===== src/rtl/uartpc_pkg.sv =====
// Package for the serial transceiver: modes, field layouts, timing constants
package uartpc_pkg;
  typedef enum logic [1:0] {UARTPC_STD, UARTPC_SMART, UARTPC_IRDA} uartpc_mode_t;
  typedef enum logic [1:0] {UARTPC_TXRX, UARTPC_RXONLY, UARTPC_TXONLY} uartpc_dir_t;
  typedef enum logic [1:0] {UARTPC_PAR_NONE, UARTPC_PAR_ODD, UARTPC_PAR_EVEN} uartpc_par_t;
  typedef enum logic [1:0] {UARTPC_STOP_1, UARTPC_STOP_1P5, UARTPC_STOP_2} uartpc_stop_t;

  localparam int UARTPC_CLK_HZ       = 100000000;
  localparam int UARTPC_BAUD_MAX     = 921600;
  localparam int UARTPC_BAUD_DEF     = 115200;
  localparam int UARTPC_OVS_MIN      = 8;
  localparam int UARTPC_OVS_MAX      = 16;
  localparam int UARTPC_OVS_DEF      = 12;
  localparam int UARTPC_BITS_MIN     = 5;
  localparam int UARTPC_BITS_DEF     = 8;
  localparam int UARTPC_BITS_ADDR    = 9;
  localparam int UARTPC_FIFO_DEPTH   = 8;
  localparam int UARTPC_MEDIAN_TAPS  = 3;
  localparam int UARTPC_DIV_W        = 16;

  // Register offsets (word addresses on the plain port)
  localparam logic [3:0] UARTPC_A_CTRL   = 4'h0;
  localparam logic [3:0] UARTPC_A_DIV    = 4'h1;
  localparam logic [3:0] UARTPC_A_FIFOLV = 4'h2;
  localparam logic [3:0] UARTPC_A_TXDATA = 4'h3;
  localparam logic [3:0] UARTPC_A_RXDATA = 4'h4;
  localparam logic [3:0] UARTPC_A_STATUS = 4'h5;
  localparam logic [3:0] UARTPC_A_PINRD  = 4'h6;

  // Control field positions
  localparam int UARTPC_C_EN     = 0;
  localparam int UARTPC_C_MODE   = 1;
  localparam int UARTPC_C_PAR    = 3;
  localparam int UARTPC_C_STOP   = 5;
  localparam int UARTPC_C_BITS   = 7;
  localparam int UARTPC_C_OVS    = 11;
  localparam int UARTPC_C_CTS    = 16;
  localparam int UARTPC_C_RTS    = 17;
  localparam int UARTPC_C_RTSPOL = 18;
  localparam int UARTPC_C_MED    = 19;
  localparam int UARTPC_C_WAKE   = 20;
  localparam int UARTPC_C_SLEEP  = 21;
  localparam int UARTPC_C_EXTCLK = 22;
  localparam int UARTPC_C_INBUF  = 23;
  localparam int UARTPC_C_ADDR   = 24;

  // Default divider: clk / (baud * oversampling) - 1, integer only
  localparam logic [UARTPC_DIV_W-1:0] UARTPC_DIV_RST =
    UARTPC_DIV_W'(UARTPC_CLK_HZ / (UARTPC_BAUD_DEF * UARTPC_OVS_DEF) - 1);

  typedef struct packed {
    logic         en;
    uartpc_mode_t mode;
    uartpc_par_t  par;
    uartpc_stop_t stop;
    logic [3:0]   bits;
    logic [4:0]   ovs;
    logic         cts_en;
    logic         rts_en;
    logic         rts_pol;
    logic         med_en;
    logic         wake_en;
    logic         sleep;
    logic         ext_clk;
    logic         in_buf;
    logic         addr_bit;
  } uartpc_cfg_t;

  localparam uartpc_cfg_t UARTPC_CFG_RST = '{
    en: 1'b0, mode: UARTPC_STD, par: UARTPC_PAR_NONE, stop: UARTPC_STOP_1,
    bits: 4'(UARTPC_BITS_DEF), ovs: 5'(UARTPC_OVS_DEF), cts_en: 1'b0, rts_en: 1'b0,
    rts_pol: 1'b0, med_en: 1'b0, wake_en: 1'b0, sleep: 1'b0, ext_clk: 1'b0,
    in_buf: 1'b0, addr_bit: 1'b0};
endpackage


===== src/rtl/uartpc_top.sv =====
// Serial transceiver with pins, flow control, DMA level triggers and config
//
// The implementer's own choices: the placing of the registers and the strobed register port.
`timescale 1ns/1ns
module uartpc_top
  import uartpc_pkg::*;
#(
  parameter int  DEPTH    = uartpc_pkg::UARTPC_FIFO_DEPTH,
  parameter bit  HAS_RX   = 1'b1,
  parameter bit  HAS_TX   = 1'b1,
  parameter bit  RX_TRIG  = 1'b1,
  parameter bit  TX_TRIG  = 1'b1
)(
  input  wire logic        clk,
  input  wire logic        srst,
  input  wire logic [3:0]  reg_addr,
  input  wire logic [31:0] reg_wdata,
  input  wire logic        reg_wr,
  input  wire logic        reg_rd,
  output logic      [31:0] reg_rdata,
  input  wire logic        ext_tick,
  input  wire logic        rx_in,
  input  wire logic        cts_in,
  input  wire logic        rx_tx_in,
  output logic             rx_tx_out,
  output logic             rx_tx_oe,
  output logic             tx_out,
  output logic             rts_out,
  output logic             wake_out,
  output logic             rx_dma_request,
  output logic             tx_dma_request
);
  import uartpc_pkg::*;

  localparam int PW = $clog2(DEPTH + 1);
  localparam int AW = (DEPTH > 1) ? $clog2(DEPTH) : 1;
  localparam int FW = 10;

  typedef enum logic [1:0] {S_IDLE, S_START, S_DATA, S_STOP} uartpc_st_t;

  uartpc_cfg_t            cfg_r;
  logic [UARTPC_DIV_W-1:0] div_r;
  logic [PW-1:0]          rx_lvl_r, tx_lvl_r;
  logic [UARTPC_DIV_W-1:0] divcnt_r;
  logic                   tick;
  logic                   active;
  logic                   rx_s1_r, rx_s2_r, cts_s1_r, cts_s2_r, sc_s1_r, sc_s2_r;
  logic [2:0]             med_r;
  logic                   rx_line, rx_prev_r, med_on;
  logic [8:0]             tx_mem [DEPTH];
  logic [8:0]             rx_mem [DEPTH];
  logic [AW-1:0]          tx_wp_r, tx_rp_r, rx_wp_r, rx_rp_r;
  logic [PW-1:0]          tx_cnt_r, rx_cnt_r;
  logic                   tx_push, tx_pop, rx_push, rx_pop;
  uartpc_st_t             tst_r, rst_r;
  logic [4:0]             tovs_r, rovs_r;
  logic [3:0]             tbit_r, rbit_r;
  logic [FW-1:0]          tsh_r;
  logic [FW-1:0]          rsh_r;
  logic                   tline_r;
  logic                   rx_err_r;
  logic [3:0]             nbits_tx, nbits_rx;

  // Parity of a frame's payload as configured
  function automatic logic par_bit(input logic [8:0] d, input logic [3:0] n,
                                   input uartpc_par_t p);
    logic x;
    x = 1'b0;
    for (int i = 0; i < 9; i++)
      if (i < int'(n))
        x = x ^ d[i];
    par_bit = (p == UARTPC_PAR_ODD) ? ~x : x;
  endfunction

  function automatic logic [AW-1:0] ptr_inc(input logic [AW-1:0] p);
    ptr_inc = (p == AW'(DEPTH - 1)) ? '0 : p + AW'(1);
  endfunction

  // Payload width: nine-bit mode carries eight plus the flag
  function automatic logic [3:0] pay_bits(input logic [3:0] b);
    pay_bits = (b >= 4'(UARTPC_BITS_ADDR)) ? 4'(UARTPC_BITS_DEF) : b;
  endfunction

  function automatic logic [4:0] ovs_clamp(input logic [4:0] o);
    ovs_clamp = (o < 5'(UARTPC_OVS_MIN)) ? 5'(UARTPC_OVS_MIN) :
                (o > 5'(UARTPC_OVS_MAX)) ? 5'(UARTPC_OVS_MAX) : o;
  endfunction

  assign active = cfg_r.en && !cfg_r.sleep;

  always_ff @(posedge clk)
  begin
    if (srst)
    begin
      cfg_r    <= UARTPC_CFG_RST;
      div_r    <= UARTPC_DIV_RST;
      rx_lvl_r <= '0;
      tx_lvl_r <= '0;
    end
    else if (reg_wr && reg_addr == UARTPC_A_CTRL)
    begin
      cfg_r.en       <= reg_wdata[UARTPC_C_EN];
      cfg_r.mode     <= (reg_wdata[UARTPC_C_MODE+:2] > 2'(UARTPC_IRDA)) ? UARTPC_STD
                        : uartpc_mode_t'(reg_wdata[UARTPC_C_MODE+:2]);
      cfg_r.par      <= (reg_wdata[UARTPC_C_PAR+:2] > 2'(UARTPC_PAR_EVEN)) ? UARTPC_PAR_NONE
                        : uartpc_par_t'(reg_wdata[UARTPC_C_PAR+:2]);
      cfg_r.stop     <= (reg_wdata[UARTPC_C_STOP+:2] > 2'(UARTPC_STOP_2)) ? UARTPC_STOP_1
                        : uartpc_stop_t'(reg_wdata[UARTPC_C_STOP+:2]);
      cfg_r.bits     <= (reg_wdata[UARTPC_C_BITS+:4] < 4'(UARTPC_BITS_MIN) ||
                         reg_wdata[UARTPC_C_BITS+:4] > 4'(UARTPC_BITS_ADDR)) ?
                        4'(UARTPC_BITS_DEF) : reg_wdata[UARTPC_C_BITS+:4];
      cfg_r.ovs      <= ovs_clamp(reg_wdata[UARTPC_C_OVS+:5]);
      cfg_r.cts_en   <= reg_wdata[UARTPC_C_CTS];
      cfg_r.rts_en   <= reg_wdata[UARTPC_C_RTS];
      cfg_r.rts_pol  <= reg_wdata[UARTPC_C_RTSPOL];
      cfg_r.med_en   <= reg_wdata[UARTPC_C_MED];
      cfg_r.wake_en  <= reg_wdata[UARTPC_C_WAKE];
      cfg_r.sleep    <= reg_wdata[UARTPC_C_SLEEP];
      cfg_r.ext_clk  <= reg_wdata[UARTPC_C_EXTCLK];
      cfg_r.in_buf   <= reg_wdata[UARTPC_C_INBUF];
      cfg_r.addr_bit <= reg_wdata[UARTPC_C_ADDR];
    end
    else if (reg_wr && reg_addr == UARTPC_A_DIV)
      div_r <= reg_wdata[UARTPC_DIV_W-1:0];
    else if (reg_wr && reg_addr == UARTPC_A_FIFOLV)
    begin
      rx_lvl_r <= reg_wdata[PW-1:0];
      tx_lvl_r <= reg_wdata[16+:PW];
    end
  end

  // integer divider, external tick bypasses it
  always_ff @(posedge clk)
  begin
    if (srst || !active || divcnt_r == '0)
      divcnt_r <= div_r;
    else
      divcnt_r <= divcnt_r - UARTPC_DIV_W'(1);
  end
  assign tick = active && (cfg_r.ext_clk ? ext_tick : (divcnt_r == '0));

  always_ff @(posedge clk)
  begin
    if (srst)
    begin
      {rx_s1_r, rx_s2_r, sc_s1_r, sc_s2_r} <= 4'hF;
      {cts_s1_r, cts_s2_r} <= 2'h0;
    end
    else
    begin
      rx_s1_r  <= rx_in;
      rx_s2_r  <= rx_s1_r;
      sc_s1_r  <= rx_tx_in;
      sc_s2_r  <= sc_s1_r;
      cts_s1_r <= cts_in;
      cts_s2_r <= cts_s1_r;
    end
  end

  assign med_on = cfg_r.med_en || (cfg_r.mode == UARTPC_IRDA);
  always_ff @(posedge clk)
  begin
    if (srst)
      med_r <= '1;
    else
      med_r <= {med_r[1:0], (cfg_r.mode == UARTPC_SMART) ? sc_s2_r : rx_s2_r};
  end
  assign rx_line = med_on ? ((med_r[0] & med_r[1]) | (med_r[1] & med_r[2]) |
                             (med_r[0] & med_r[2])) : med_r[0];

  always_ff @(posedge clk)
  begin
    if (srst)
    begin
      rx_prev_r <= 1'b1;
      wake_out  <= 1'b0;
    end
    else
    begin
      rx_prev_r <= rx_line;
      wake_out  <= HAS_RX && cfg_r.wake_en && rx_prev_r && !rx_line;
    end
  end

  assign nbits_tx = pay_bits(cfg_r.bits);
  assign nbits_rx = pay_bits(cfg_r.bits);
  assign tx_push  = HAS_TX && reg_wr && reg_addr == UARTPC_A_TXDATA &&
                    tx_cnt_r != PW'(DEPTH);
  assign rx_pop   = HAS_RX && reg_rd && reg_addr == UARTPC_A_RXDATA && rx_cnt_r != '0;

  // TX FIFO
  always_ff @(posedge clk)
  begin
    if (srst)
    begin
      tx_wp_r  <= '0;
      tx_rp_r  <= '0;
      tx_cnt_r <= '0;
    end
    else
    begin
      if (tx_push)
      begin
        tx_mem[tx_wp_r] <= {cfg_r.addr_bit, reg_wdata[7:0]};
        tx_wp_r <= ptr_inc(tx_wp_r);
      end
      if (tx_pop)
        tx_rp_r <= ptr_inc(tx_rp_r);
      tx_cnt_r <= tx_cnt_r + PW'(tx_push) - PW'(tx_pop);
    end
  end

  // Transmitter; frame = start, data, parity/flag, stop
  // CTS gates start of frame only
  assign tx_pop = HAS_TX && active && tick && tst_r == S_IDLE && tx_cnt_r != '0 &&
                  (!cfg_r.cts_en || cts_s2_r);
  always_ff @(posedge clk)
  begin
    if (srst || !active)
    begin
      tst_r   <= S_IDLE;
      tline_r <= 1'b1;
      tovs_r  <= '0;
      tbit_r  <= '0;
      tsh_r   <= '1;
    end
    else if (tx_pop)
    begin
      tst_r   <= S_START;
      tline_r <= 1'b0;
      tovs_r  <= '0;
      tbit_r  <= '0;
      // nine-bit puts flag in parity slot
      tsh_r   <= {1'b1, 9'(tx_mem[tx_rp_r][7:0])};
      if (cfg_r.bits == 4'(UARTPC_BITS_ADDR))
        tsh_r[nbits_tx] <= tx_mem[tx_rp_r][8];
      else if (cfg_r.par != UARTPC_PAR_NONE)
        tsh_r[nbits_tx] <= par_bit(tx_mem[tx_rp_r], nbits_tx, cfg_r.par);
    end
    else if (tick && tst_r != S_IDLE)
    begin
      tovs_r <= tovs_r + 5'd1;
      if (tovs_r == cfg_r.ovs - 5'd1)
      begin
        tovs_r <= '0;
        unique case (tst_r)
          S_START, S_DATA:
          begin
            tline_r <= tsh_r[0];
            tsh_r   <= {1'b1, tsh_r[FW-1:1]};
            tbit_r  <= tbit_r + 4'd1;
            if (tbit_r == nbits_tx + 4'((cfg_r.bits == 4'(UARTPC_BITS_ADDR)) ||
                                        (cfg_r.par != UARTPC_PAR_NONE)))
            begin
              tst_r  <= S_STOP;
              tline_r <= 1'b1;
              tbit_r <= '0;
            end
            else
              tst_r <= S_DATA;
          end
          S_STOP:
          begin
            tbit_r <= tbit_r + 4'd2;
            if (tbit_r + 4'd2 >= 4'(2 + int'(cfg_r.stop)))
              tst_r <= S_IDLE;
          end
          default: tst_r <= S_IDLE;
        endcase
      end
      else if (tst_r == S_STOP && cfg_r.stop == UARTPC_STOP_1P5 &&
               tbit_r == 4'd2 && tovs_r == (cfg_r.ovs >> 1) - 5'd1)
        tst_r <= S_IDLE;
    end
  end

  // Receiver: centre sampling, stores payload and flag
  always_ff @(posedge clk)
  begin
    if (srst || !active || !HAS_RX)
    begin
      rst_r   <= S_IDLE;
      rovs_r  <= '0;
      rbit_r  <= '0;
      rsh_r   <= '0;
      rx_push <= 1'b0;
      rx_err_r <= 1'b0;
    end
    else
    begin
      rx_push <= 1'b0;
      if (tick)
      begin
        rovs_r <= rovs_r + 5'd1;
        unique case (rst_r)
          S_IDLE:
            if (!rx_line)
            begin
              rst_r  <= S_START;
              rovs_r <= '0;
            end
          S_START:
            if (rovs_r == (cfg_r.ovs >> 1))
            begin
              rst_r  <= rx_line ? S_IDLE : S_DATA;
              rovs_r <= '0;
              rbit_r <= '0;
            end
          S_DATA:
            if (rovs_r == cfg_r.ovs - 5'd1)
            begin
              rovs_r <= '0;
              rsh_r[rbit_r] <= rx_line;
              rbit_r <= rbit_r + 4'd1;
              if (rbit_r == nbits_rx + 4'((cfg_r.bits == 4'(UARTPC_BITS_ADDR)) ||
                                          (cfg_r.par != UARTPC_PAR_NONE)))
                rst_r <= S_STOP;
            end
          S_STOP:
          begin
            rst_r   <= S_IDLE;
            rx_push <= rx_cnt_r != PW'(DEPTH);
            rx_err_r <= (cfg_r.par != UARTPC_PAR_NONE && cfg_r.bits != 4'(UARTPC_BITS_ADDR))
                        && (rsh_r[nbits_rx] != par_bit(rsh_r[8:0], nbits_rx, cfg_r.par));
          end
          default: rst_r <= S_IDLE;
        endcase
      end
    end
  end

  // RX FIFO
  always_ff @(posedge clk)
  begin
    if (srst)
    begin
      rx_wp_r  <= '0;
      rx_rp_r  <= '0;
      rx_cnt_r <= '0;
    end
    else
    begin
      if (rx_push)
      begin
        // flag only in nine-bit mode; otherwise parity or stop sits there
        rx_mem[rx_wp_r] <= {(cfg_r.bits == 4'(UARTPC_BITS_ADDR)) && rsh_r[nbits_rx],
                            rsh_r[7:0] & 8'(9'h1FF >> (9 - int'(nbits_rx)))};
        rx_wp_r <= ptr_inc(rx_wp_r);
      end
      if (rx_pop)
        rx_rp_r <= ptr_inc(rx_rp_r);
      rx_cnt_r <= rx_cnt_r + PW'(rx_push) - PW'(rx_pop);
    end
  end

  // Pins
  // tx idles high, only std/IrDA with TX
  always_ff @(posedge clk)
  begin
    if (srst)
    begin
      tx_out    <= 1'b1;
      rts_out   <= 1'b0;
      rx_tx_oe  <= 1'b0;
    end
    else
    begin
      tx_out   <= !(HAS_TX && active && cfg_r.mode != UARTPC_SMART) || tline_r;
      rx_tx_oe <= HAS_TX && active && cfg_r.mode == UARTPC_SMART && !tline_r;
      rts_out  <= (HAS_RX && active && cfg_r.rts_en && rx_cnt_r != PW'(DEPTH))
                  ? !cfg_r.rts_pol : cfg_r.rts_pol;
    end
  end
  assign rx_tx_out = 1'b0;

  assign rx_dma_request = RX_TRIG && HAS_RX && (rx_cnt_r > rx_lvl_r);
  assign tx_dma_request = TX_TRIG && HAS_TX && (tx_cnt_r < tx_lvl_r);

  // Register read; pin readback zero unless buffer enabled
  always_ff @(posedge clk)
  begin
    if (srst)
      reg_rdata <= '0;
    else if (reg_rd)
      unique case (reg_addr)
        // Same field layout as the write
        UARTPC_A_CTRL:   reg_rdata <= {7'h00, cfg_r.addr_bit, cfg_r.in_buf, cfg_r.ext_clk,
                                       cfg_r.sleep, cfg_r.wake_en, cfg_r.med_en, cfg_r.rts_pol,
                                       cfg_r.rts_en, cfg_r.cts_en, cfg_r.ovs, cfg_r.bits,
                                       cfg_r.stop, cfg_r.par, cfg_r.mode, cfg_r.en};
        UARTPC_A_DIV:    reg_rdata <= 32'(div_r);
        UARTPC_A_FIFOLV: reg_rdata <= {16'(tx_lvl_r), 16'(rx_lvl_r)};
        UARTPC_A_RXDATA: reg_rdata <= (rx_cnt_r != '0) ? 32'(rx_mem[rx_rp_r]) : '0;
        UARTPC_A_STATUS: reg_rdata <= {rx_err_r, 7'h00, 8'(tx_cnt_r), 8'(rx_cnt_r),
                                       6'h00, tst_r != S_IDLE, rst_r != S_IDLE};
        UARTPC_A_PINRD:  reg_rdata <= cfg_r.in_buf ? {30'h0, rts_out, tx_out} : '0;
        default:         reg_rdata <= '0;
      endcase
    else
      reg_rdata <= '0;
  end
endmodule // uartpc_top


===== config.mk =====
export PLATFORM = sky130hd
export DESIGN_NAME = uartpc_top
export DESIGN_NICKNAME = d
export VERILOG_FILES = /design/src/rtl/uartpc_pkg.sv /design/src/rtl/uartpc_top.sv
export SDC_FILE = /design/constraint.sdc
export NUM_CORES = 1
export LEC_CHECK = 0
export ABC_CLOCK_PERIOD_IN_PS = 4300
export BUFFER_PORTS_ARGS = -buffer_cell sky130_fd_sc_hd__buf_2
export CAP_MARGIN = 40
export CORE_ASPECT_RATIO = 0.6
export CORE_MARGIN = 5
export CORE_UTILIZATION = 50
export CTS_CLUSTER_DIAMETER = 100
export DETAILED_ROUTE_END_ITERATION = 6
export GPL_TIMING_DRIVEN = 0
export PLACE_DENSITY_LB_ADDON = 0.1
export SLEW_MARGIN = 15
export SYNTH_ARGS = -nofsm -noshare
export SYNTH_HDL_FRONTEND = slang
export SYNTH_SLANG_ARGS = --single-unit

===== constraint.sdc =====
create_clock -name clk -period 4.3 [get_ports clk]
set_input_delay 0.86 -clock clk [delete_from_list [all_inputs] [get_ports clk]]
set_output_delay 0.86 -clock clk [all_outputs]
set_load 0.02 [all_outputs]

# Word-level counts from Yosys, hierarchy flattened
# Memories as Yosys holds them, arrays and structs flattened. A register that Yosys moved wholly into a read port is not among the register bits.
# Cells that the tools add are included.
# op_classes
reduce_logical	73
muxes	155
n_eq_ne	39
n_mul	0
n_addsub	19
shifts	1
bitwise_logic	29
n_lt_le_gt_ge	24
div_mod_pow	0
# ops
op	count
$pmux W32 S6	1
$mux W1	104
$mux W10	6
$shr A9 B32 Y8 const A	1
$bwmux W10	3
$mux W5	6
$logic_and A1 B1 Y1	29
$mux W2	12
$mux W3	8
$mux W4	5
$reduce_and A3 Y1	6
$reduce_bool A2 Y1	9
$logic_not A16 Y1	1
$lt A3 B4 Y1 const A	4
$mux W16	1
$ne A4 B4 Y1 const B	4
$pmux W4 S2	2
$sub A16 B1 Y16 const B	1
$xor A1 B1 Y1	16
$eq A5 B5 Y1	3
$pmux W5 S3	1
$add A3 B1 Y3 const B	4
$add A4 B1 Y4	3
$eq A3 B3 Y1 const B	4
other kinds (54)	106
# totals
ff_bits	176
mem_count	2
word_cells	392
output_inout_bits	39
inputBits	44
ramBits	144
mem_bits_ro	0
latch_bits	0
# memory_table
name	depth	word_bits	rd	rd_ports_with_merged_regs	wr	line_no	rtl
rx_mem	8	9	1	1	1	uartpc_top.sv:51	logic [8:0] rx_mem [DEPTH];
tx_mem	8	9	1	1	1	uartpc_top.sv:50	logic [8:0] tx_mem [DEPTH];

# Depth between registers and ports, before layout
# logic_depth
depth_word	63
mapped_depth	14
depth_no_buf	13

# Least setup slack after synthesis
# Ideal clock, no wire load.
# synth_timing
kind	input-to-reg
start	input port reg_addr[3]
end	register rx_cnt_r[2]
slack_ps	1106
cell_stages	11
required_ps	4172
t_arrival_ps	3067
path_buffers	0
setup_time_ps	128
path_cell_list	nand2b_1 a2111oi_2 nand2_1 inv_1 ha_1 inv_1 ha_1 inv_1 fa_1 xor2_1 nor2_1
# synth_between
elab_chain_cells	4
# synth_lines
item	line_no	rtl
start, declared	uartpc_top.sv:16	input wire logic [3:0] reg_addr,
$eq A4 B3 Y1	uartpc_top.sv:189	assign rx_pop = HAS_RX && reg_rd && reg_addr == UARTPC_A_RXDATA && rx_cnt_r != '0;
$logic_and A1 B1 Y1 (2 in series)	uartpc_top.sv:189	
via rx_pop	uartpc_top.sv:54	logic tx_push, tx_pop, rx_push, rx_pop;
$sub A4 B1 Y4	uartpc_top.sv:352	rx_cnt_r <= rx_cnt_r + PW'(rx_push) - PW'(rx_pop);
end signal, assigned	uartpc_top.sv:352	
end, declared	uartpc_top.sv:53	logic [PW-1:0] tx_cnt_r, rx_cnt_r;
# The timed path passes the listed nets, and every way through them passes these cells.
# A chain may end at the register's enable or synchronous reset.

# Final worst setup path
# layout_timing
start	register tst_r[0]
end	register tx_cnt_r[2]
# layout_between
elab_chain_cells	5
# layout_lines
item	line_no	rtl
start, declared	uartpc_top.sv:55	uartpc_st_t tst_r, rst_r;
start signal, assigned	uartpc_top.sv:221	tst_r <= S_IDLE;
start signal, assigned	uartpc_top.sv:229	tst_r <= S_START;
start signal, assigned	uartpc_top.sv:255	tst_r <= S_STOP;
$logic_not A2 Y1	uartpc_top.sv:215	assign tx_pop = HAS_TX && active && tick && tst_r == S_IDLE && tx_cnt_r != '0 &&
$logic_and A1 B1 Y1 (3 in series)	uartpc_top.sv:215	
via tx_pop	uartpc_top.sv:54	
$sub A4 B1 Y4	uartpc_top.sv:209	tx_cnt_r <= tx_cnt_r + PW'(tx_push) - PW'(tx_pop);
end signal, assigned	uartpc_top.sv:209	
end, declared	uartpc_top.sv:53	
# The timed path passes the listed nets, and every way through them passes these cells.

==> metrics.txt <==
CP max FO=10; Crit path arrival time=4.48 ns; status=finished, violations left; n_diodes=0; register clock-pin slew on the reported worst setup and hold paths=0.07 ns; M2 GR Usage=34.64%; Worst VDD drop=0.2986 mV; Comb power frac=around 2.8%; #FFs+latches synth=319; first-pass GRT wire length=62.47 mm; Mapped Cells=1319; Net Sw Frac=a little over a fifth; Post-synth EDFFs=144; buffers and inverters on the worst path=6; GR Util All Layers=24.68%; met3 usage=6.359%; Setup crit start=tst_r[0]; DP Wirelength=31.57 mm; DP Area=0.01586 mm2; syn avg cell area=11.25 um2; Startpoint Class=flop; WP data required=around 4.8 ns; Max Fclk=248.5 MHz; Vias/cell=5.749; Fillers=2481; commonest non-fill, non-tap cell in the layout=dfxtp_1; met1 Use GR=38.70%; PortBufs=roughly 70; most frequent cells in the layout=dfxtp_1 (175), nand2_1 (144), edfxtp_1 (144); Crit-path slowest cell=a221oi_1; TritonRoute pass-1 iters=7; CTS tree=built; Die X=~230 um; grt peak-use layer=met1; Setup CP Type=flop to flop; FF-to-FF Start=tst_r[0]; largest net degree at the start of global routing=17; initial antenna violation count=1; root buffer cell=clkbuf_16; WHS=about 0.41 ns; # DRC=1; LEAKAGE=6.265 nW; maximum capacitance violations=0; synthesized area=0.01484 mm2; Final #Nets=1545; Setup crit end kind=flop; Routed wire per std cell=22.07 um; Via Count=approximately 11000; die height=between 100 and 150 um; Post-synth top flop=dfxtp_1; Inserted Clock Buffers=30; hold path start=rx_s1_r; Routed Antenna Nets=0; CORE AREA=0.02901 mm2; Layout Cell Area excl Fill=0.01692 mm2; post-synthesis cell type count=between 80 and 90; wirelength, routed=41.31 mm; CP Cell Sequence=inv_1 -> ha_1 -> inv_1 -> a221oi_1 -> nand3_2 -> inv_1 -> buf_2 -> ha_1 -> inv_1 -> ha_1 -> inv_1 -> fa_1 -> xor2_1 -> nor2_1; clock sink count=319; Synth Warn #=0; Top-Level Pins=83; Hold Path Class=flop to flop; register share of total power=52.3%; Clk Latency, worst-skew pair=0.59 ns; Async SR Flop Fraction=0%; P_int=0.004753 W; Tmin final=4.025 ns; Worst slew margin=31.27%; Max Root-Sink Buffers=3; Iteration-0 DRC Markers=1302; Die ar.=between 0.03 and 0.04 mm2; Congestion Overflow GR=0; CP top delay family=buffers and inverters; vias in the first global route=roughly 10000; final hold violation count=0; # H-tree levels=1; Final period util=between 90% and 100%; row count=48; GP Congestion=around 0.96; failing checks=DRC; CP most frequent cell=inv_1; sequential share of the synthesized area=52.76%; Initial Util=about half; Net Switching=0.001325 W; Final Max Slew Viols=0; clock power share=roughly 45%; Post-Layout Cell Count=1872; ratio of cells with drive above 1 in the final layout=roughly 17%; Setup TNS=0 ns; total power=0.006078 W; Power Dens Cells=359.3 mW/mm2; Max stage delay on crit path=0.87 ns; worst-margin pin slew=between 1 and 1.5 ns; RSZ-0062 raised after global routing=no; Clock Skews=0.02431 ns; Area Growth Syn to Fin=14.04%; Post-CTS Setup Bufs=0; cell count after placement=roughly 1800; Setup-failing EPs final=0
[worst paths after layout]
kind,depth (start not counted),to,slack [ns]
max reg2reg,14,tx_cnt_r[2],0.28
max,14,tx_cnt_r[2],0.28
min,1,rx_s2_r,0.41
min reg2reg,1,rx_s2_r,0.41
[Yosys cell counts, types with 3 or more instances]
library cell	count	share of area (%)
dfxtp_1	175	24
edfxtp_1	144	29
nand2_1	144	3.6
nor2_1	116	2.9
a21oi_1	87	2.9
inv_1	52	1.3
ha_1	51	4.3
clkbuf_1	47	1.2
o21ai_0	40	1.3
mux4_2	39	5.9
xnor2_1	39	2.3
nand3_1	29	0.98
mux2i_1	27	1.8
xor2_1	23	1.4
nor3_1	21	0.71
nand2b_1	16	0.67
nand4_1	16	0.67
and3_1	15	0.63
mux2_2	15	1.1
nor2b_1	15	0.63
a22oi_1	12	0.61
nand3b_1	12	0.61
a222oi_1	11	0.74
a21o_1	10	0.51
buf_2	9	0.30
or2_2	9	0.38
or3_1	9	0.38
and2_1	8	0.34
nor3b_1	8	0.40
nor4_1	8	0.34
o21a_1	8	0.40
xnor3_1	8	1.2
buf_4	7	0.35
a2111oi_0	4	0.24
a211o_1	4	0.24
a211oi_1	4	0.20
a21boi_0	4	0.20
buf_6	4	0.30
a221oi_1	3	0.18
a22o_1	3	0.18
o211ai_1	3	0.15
o21ai_1	3	0.10
o22ai_1	3	0.13
o31ai_1	3	0.15
or4_1	3	0.15
[logic make-up (layout without fill, tap and decap cells)]
kind of cell    Yosys count  count (layout)  share of synthesized area [%]
compound gates          222             222                          9.935
xor+xnor                 73              73                          5.254
fa+ha+maj                53              53                          4.571
buf+inv                 120             267                          3.492
flops                   319             319                          52.76
mux                      83              83                          9.109
other cells               1               7                        0.02528
simple gates            448             448                          14.85
[final cells by class]
type	count	area, um2	share of cell area, %
plain buffers	68	322.8	1.908
clock buffers	41	862.1	5.095
clock inverters	15	161.4	0.9540
inverters	52	195.2	1.154
multi-input cells	886	6544	38.68
flip-flops and latches	319	7828	46.27
well taps	400	500.5	2.958
repair buffers	91	505.5	2.988
[sequential cells by signal, indices dropped and copies added, names as in the netlist, 4 cells and up, named ones only]
register / cells
cfg_r: 25
rbit_r: 4
rx_cnt_r: 4
tovs_r: 5
tsh_r: 10
tx_mem: 72
reg_rdata: 26
div_r: 16
rx_mem: 72
rx_lvl_r: 4
divcnt_r: 16
rsh_r: 9
tbit_r: 4
rovs_r: 5
tx_cnt_r: 4
tx_lvl_r: 4
[through the flow]
step,utilization [%],setup WS (ns)
global placement,54.12,0.3025
finish,58.32,0.2752
global route,58.32,0.009811
CTS,58.21,0.2684
detailed placement,54.68,0.2984
floorplan,-,1.106
[power groups by stage]
stage / Sequential [W] / Clock (W) / Combinational (W)
after floorplan: 0.00324 / 0 / 0.0000863
after global placement: 0.00324 / 0 / 0.000161
after detailed placement: 0.00324 / 0 / 0.000164
after CTS: 0.00318 / 0.00278 / 0.000164
after global routing: 0.00317 / 0.00291 / 0.000181
final: 0.00318 / 0.00273 / 0.000168
[per-layer routing]
| layer | wire length, um | vias to the layer above | part of all wire [%] |
|---|---|---|---|
| met1 | 19710 | 5224 | 48 |
| met5 | 11 | - | 0.027 |
| met2 | 16660 | 455 | 40 |
| li1 | - | 5022 | - |
| met4 | 741 | 2 | 1.8 |
| met3 | 4198 | 59 | 10 |
[repair_timing]
action                                 CTS  global route
setup endpoints to repair                0             1
hold buffers                             0             0
resized for setup                        0             1
endpoints found under the hold margin    0             0
(Power assumes the default switching activity.)
